File: src/wdt_pkg.sv
// Constants and carrier types for the system watchdog timer
package wdt_pkg;
    localparam int          WDT_CNT_W        = 16;
    localparam int          WDT_PRESC_W      = 14;
    localparam int          WDT_DIV_SLOW     = 16384;
    localparam int          WDT_DIV_FAST     = 256;
    localparam logic        WDT_SEL_FAST     = 1'h0;
    localparam logic        WDT_SEL_SLOW     = 1'h1;
    // Fast divide with 256 ticks left gives 6.55 ms at 10 MHz
    localparam logic        WDT_SEL_RST      = 1'h0;
    localparam logic [15:0] WDT_RELOAD_RST   = 16'hFF00;
    localparam logic [15:0] WDT_CNT_ONES     = 16'hFFFF;
    localparam logic [13:0] WDT_PRESC_ZERO   = 14'h0000;
    // Gap between prewarning and reset request, in microseconds
    localparam int          WDT_WARN_US      = 10;
    localparam int          WDT_CLK_MHZ      = 10;
    localparam int          WDT_WARN_CYCLES  = WDT_WARN_US * WDT_CLK_MHZ;
    localparam int          WDT_WARN_W       = 8;

    typedef struct packed {
        logic service;
        logic wd_off;
        logic wd_on;
    } wdt_cmd_t;

    typedef struct packed {
        logic        load;
        logic        presc_sel;
        logic [15:0] reload;
    } wdt_cfg_t;

    typedef enum logic [1:0] {
        WDT_ST_RUN,
        WDT_ST_OFF,
        WDT_ST_WARN,
        WDT_ST_RESET
    } wdt_state_t;
endpackage : wdt_pkg

File: src/wdt_system_watchdog.sv
// System watchdog timer: prescaler, 16-bit counter, prewarning and reset request
// What this block does
// - After application reset the watchdog is counting and monitoring.
// - Off instruction stops monitoring, on instruction resumes it, except once the prewarning phase has begun.
// - Counter is 16 bits, advanced through prescaler dividing by 16384 or 256.
// - Service loads counter from reload value and clears the prescaler, except once the prewarning phase has begun.
// - Overflow raises prewarning interrupt first, then a reset request.
// - Prescaler and reload span about 3.2 us to 13.4 s at 80 MHz.
// - Reset defaults give about 6.5 ms interval at 10 MHz.
`timescale 1ns/1ps
module wdt_system_watchdog
    import wdt_pkg::*;
#(
    parameter int DIV_SLOW = WDT_DIV_SLOW,
    parameter int DIV_FAST = WDT_DIV_FAST,
    parameter int WARN_CYCLES = WDT_WARN_CYCLES
) (
    input  wire logic                 clk_sys_in,
    input  wire logic                 rst_in,
    input  wire wdt_cmd_t             cmd_in,
    input  wire wdt_cfg_t             cfg_in,
    output logic                      prewarn_irq_out,
    output logic                      reset_req_out,
    output logic                      monitoring_out,
    output logic [WDT_CNT_W-1:0]      count_out
);
    wdt_state_t             state_reg,  state_next;
    logic [WDT_CNT_W-1:0]   cnt_reg,    cnt_next;
    logic [WDT_PRESC_W-1:0] presc_reg,  presc_next;
    logic [WDT_CNT_W-1:0]   reload_reg, reload_next;
    logic                   sel_reg,    sel_next;
    logic [WDT_WARN_W-1:0]  warn_reg,   warn_next;
    logic                   irq_reg,    irq_next;
    logic                   rreq_reg,   rreq_next;
    logic                   mon_reg,    mon_next;
    logic                   tick;
    logic                   overflow;

    // Terminal prescaler count for the selected divide
    function automatic logic [WDT_PRESC_W-1:0] presc_limit(input logic sel);
        presc_limit = (sel == WDT_SEL_SLOW) ? WDT_PRESC_W'(DIV_SLOW - 1)
                                            : WDT_PRESC_W'(DIV_FAST - 1);
    endfunction : presc_limit

    assign tick     = (presc_reg == presc_limit(sel_reg));
    assign overflow = tick && (cnt_reg == WDT_CNT_ONES);

    always_comb begin
        state_next  = state_reg;
        cnt_next    = cnt_reg;
        presc_next  = presc_reg;
        reload_next = reload_reg;
        sel_next    = sel_reg;
        warn_next   = warn_reg;
        irq_next    = 1'b0;
        rreq_next   = rreq_reg;
        // Reload value takes effect at the next service, prescaler select on the next cycle
        if (cfg_in.load) begin
            reload_next = cfg_in.reload;
            sel_next    = cfg_in.presc_sel;
        end
        unique case (state_reg)
            WDT_ST_RUN: begin
                if (cmd_in.wd_off) begin
                    state_next = WDT_ST_OFF;
                end else if (cmd_in.service) begin
                    cnt_next   = reload_reg;
                    presc_next = WDT_PRESC_ZERO;
                end else if (overflow) begin
                    state_next = WDT_ST_WARN;
                    irq_next   = 1'b1;
                    warn_next  = WDT_WARN_W'(WARN_CYCLES - 1);
                    cnt_next   = cnt_reg + 1'b1;
                    presc_next = WDT_PRESC_ZERO;
                end else if (tick) begin
                    cnt_next   = cnt_reg + 1'b1;
                    presc_next = WDT_PRESC_ZERO;
                end else begin
                    presc_next = presc_reg + 1'b1;
                end
            end
            WDT_ST_OFF: begin
                // Counter and prescaler hold while off unless a service reloads them
                if (cmd_in.wd_on) begin
                    state_next = WDT_ST_RUN;
                end else if (cmd_in.service) begin
                    cnt_next   = reload_reg;
                    presc_next = WDT_PRESC_ZERO;
                end
            end
            WDT_ST_WARN: begin
                // Service cannot cancel a pending reset once warned
                if (warn_reg == '0) begin
                    state_next = WDT_ST_RESET;
                    rreq_next  = 1'b1;
                end else begin
                    warn_next = warn_reg - 1'b1;
                end
            end
            WDT_ST_RESET: begin
                rreq_next = 1'b1;
            end
        endcase
        // Registered so the monitoring flag never glitches on state decode
        mon_next = (state_next != WDT_ST_OFF);
    end

    always_ff @(posedge clk_sys_in) begin
        if (rst_in) begin
            state_reg  <= WDT_ST_RUN;
            cnt_reg    <= WDT_RELOAD_RST;
            presc_reg  <= WDT_PRESC_ZERO;
            reload_reg <= WDT_RELOAD_RST;
            sel_reg    <= WDT_SEL_RST;
            warn_reg   <= '0;
            irq_reg    <= 1'b0;
            rreq_reg   <= 1'b0;
            mon_reg    <= 1'b1;
        end else begin
            state_reg  <= state_next;
            cnt_reg    <= cnt_next;
            presc_reg  <= presc_next;
            reload_reg <= reload_next;
            sel_reg    <= sel_next;
            warn_reg   <= warn_next;
            irq_reg    <= irq_next;
            rreq_reg   <= rreq_next;
            mon_reg    <= mon_next;
        end
    end

    assign prewarn_irq_out = irq_reg;
    assign reset_req_out   = rreq_reg;
    assign monitoring_out  = mon_reg;
    assign count_out       = cnt_reg;
endmodule : wdt_system_watchdog

File: config.mk
export PLATFORM = sky130hd
export DESIGN_NAME = wdt_system_watchdog
export DESIGN_NICKNAME = d
export VERILOG_FILES = /design/src/wdt_pkg.sv /design/src/wdt_system_watchdog.sv
export SDC_FILE = /design/constraint.sdc
export NUM_CORES = 1
export LEC_CHECK = 0
export BUFFER_PORTS_ARGS = -buffer_cell sky130_fd_sc_hd__buf_2
export CAP_MARGIN = 40
export CORE_MARGIN = 8
export CORE_UTILIZATION = 45
export CTS_BUF_LIST = sky130_fd_sc_hd__clkbuf_16
export DETAILED_ROUTE_END_ITERATION = 10
export SLEW_MARGIN = 40
export SYNTH_ARGS = -nofsm -noshare
export SYNTH_HDL_FRONTEND = slang
export SYNTH_SLANG_ARGS = --single-unit
File: constraint.sdc
create_clock -name clk_sys_in -period 2.5 [get_ports clk_sys_in]
set_clock_uncertainty 0.05 [all_clocks]
set_input_delay 0.25 -clock clk_sys_in [delete_from_list [all_inputs] [get_ports clk_sys_in]]
set_output_delay 0.25 -clock clk_sys_in [all_outputs]
set_load 0.01 [all_outputs]
==> impl_metrics.toml <==
[synthesis]
synth_top_area_share_pct = 36.3
netlist_top_cells_count = "dfxtp_1, nor2_1, nand2_1, mux2i_1, nor3_1"
synth_area_leaders = "dfxtp_1, mux2i_1, nor2_1"
synth.most_common_cell = "dfxtp_1"
ys_async_sr_fraction_pct = 0
synthCells = 368
yosys.area.top_type = "dfxtp_1"
synth-main-ff-cell = "dfxtp_1"
synthDistinctLibCells = 72
synth_fp_nets = 394
synth-edff-count = 0
ys_seq_area_share_pct = 36.3
yosysWarnings = 0
avgSynthCellArea_um2 = 8.98
ys_ff_latch = 60
syn-cell-area_um2 = 3310

[drt]
vias_per_cell = 5.68
drt-total-wl_um = 8130
drtAntennaViolNets = 0
routedWlPerCell_um = 15.9
dr.pass1.iters = 4
drc = 0
vias = 2897
drt-initial-drc-count = 185

[critical_path]
critPathSlowestCell = "dfxtp_1"
crit_type = "flip-flop to flip-flop"
critPathTopFamily = "flip-flops"
max_stage_delay_ns = 0.74
crit_path_start_kind = "flip-flop"
worst_setup_path_end_kind = "flip-flop"
reg2reg_setup_slack_ns = 0.41
path_cells = "nand2b_1, a31oi_4, nor4b_1, xnor2_1, nor3_1"
cp_max_fo = 14
reg2reg_from = "state_reg[1]"
r2r_cells = 5
cp_num_buf_inv = 0
cp.depth = 5
rr_endpoint = "warn_reg[7]"
cp.required_ns = 2.64
critPathArrivalTime_ns = 2.23

[global_route]
grt_use_met3_pct = 5.29
antenna_found_initial = 0
grt_pass1_vias = 2819
grt_pass1_wl_um = 14100
grt_max_degree = 51
track_usage_pct = 17.2
top_usage_layer = "met2"
grt-ovfl-total = 0
grt_use_met1_pct = 23.0
grt_util_met2_pct = 24.2

[placement]
dp_hpwl_um = 5600
place_congestion = 0.822
dp.cells = 494
io_buffers = 41

[die]
io_pins = 42
rows = 31
die_w_um = 102
start_util_pct = 46.1
core_area_um2 = 7180
die_h_um = 102
dieArea_um2 = 10300

[clocking]
clock_path_buffers = 2
cts_hold_buf = 0
numCtsBuffers = 9
postCtsSetupBuffers = 0
cts_root_buf = "clkbuf_16"
htreeDepth = 3
clock_latency_ns = 0.33
cts_resized = 0
clk_pin_slew_ns = 0.05
clock-sinks = 60
cts_tree = "done"

[power_and_ir_drop]
peakVddDrop_uv = 369
switching_power_mw = 0.604
switching_share_pct = 25.7
pwr-share-clk_pct = 46.2
leakage_nw = 1.40
powerDensity_nw_per_um2 = 618
combPwrFrac_pct = 10.6
seqPwrFrac_pct = 43.2
internal_power_mw = 1.74

[layout]
antenna_cells = 0
final_layout_size_suffix_gt1_share_pct = 23.8
instances_no_fill = 510
syn_to_final_growth_pct = 14.8
nets = 432

[timing]
min_period_ns = 2.09
fmax_ghz = 0.478
min_period_over_period_pct = 83.7
setup_viol = 0
tightest_slew_ns = 0.677
finalSetupTns_ns = 0
rsz0062_at_grt = "no"
slew_violations = 0
hold_viol = 0
timing.slew.headroom_pct = 54.8

[hold_path]
min-delay-start = "cmd_in[0]"
min_delay_worst_endpoint = "state_reg[0]"
holdPathStages = 2
hold_path_class = "input port to flip-flop"

[flow_run]
max_cap_violations = 0

[status]
status = "completed"
## worst register-to-register path, cell delays in order, from the launching register on
cell and delay, ns:
dfxtp_1 0.74, nand2b_1 0.23, a31oi_4 0.32, nor4b_1 0.35, xnor2_1 0.19, nor3_1 0.07
## metal layers
metal,part of all wire (%),vias up
met5,0,-
met4,2.3,0
met3,7.0,14
met2,43,76
met1,48,1360
li1,-,1447
## cells by family (layout without fill, tap and decap cells)
logic type	after synthesis	in the layout	synth area share [%]
xor+xnor	13	13	3.44
compound gates	85	85	20.2
flops	60	60	36.3
simple gates	152	152	26.0
fa+ha+maj	3	3	1.14
buf+inv	34	77	6.51
mux	21	21	6.40
## cell type report
cell class,instances,area (um2)
flip-flops and latches,60,1200
inverters,9,33.8
repair buffers,52,288
well taps,99,124
clock buffers,9,225
fillers,656,3380
multi-input cells,274,1890
clock inverters,7,35.0
## cell usage in the layout (no fill, tap or decap), types with 5 or more instances in the layout
cell type	count
a221oi_2	5
nand2_1	33
inv_1	10
a31oi_1	6
buf_2	41
dfxtp_1	60
nor3_1	20
mux2i_1	20
xnor2_1	9
or3_1	5
nor2_1	36
nand3_1	12
buf_4	11
clkbuf_16	9
o21ai_0	9
nand4_1	5
a21oi_1	16
a32oi_1	6
## worst max-delay path by stage
stage,startpoint,to,slack (ns)
finish,state_reg[1],warn_reg[7],0.41
detailed placement,presc_reg[9],count_out[7],0.43
global route,state_reg[1],warn_reg[7],0.19
CTS,state_reg[1],warn_reg[7],0.39
global placement,state_reg[1],count_out[8],0.46
floorplan,presc_reg[9],count_out[7],0.65
## stage by stage
| step | worst slack, ns | total power [mW] | hold slack, ns | cell area [um2] | util [%] |
|---|---|---|---|---|---|
| global route | 0.194 | 2.44 | 0.0852 | 3800 | 52.9 |
| CTS | 0.395 | 2.36 | 0.0733 | 3800 | 52.9 |
| global placement | 0.461 | 1.28 | 0.394 | 3540 | 49.3 |
| detailed placement | 0.426 | 1.28 | 0.403 | 3540 | 49.3 |
| finish | 0.408 | 2.34 | 0.0796 | 3800 | 52.9 |
| floorplan | 0.649 | 1.21 | 0.300 | 3310 | - |
## power by group through the flow
stage / sequential [mW] / clock, mW / combinational [mW]
floorplan: 1.03 / 0 / 0.185
CTS: 1.01 / 1.10 / 0.251
detailed placement: 1.03 / 0 / 0.249
finish: 1.01 / 1.08 / 0.249
global placement: 1.03 / 0 / 0.246
global route: 1.02 / 1.14 / 0.276
(Power assumes the default switching activity.)
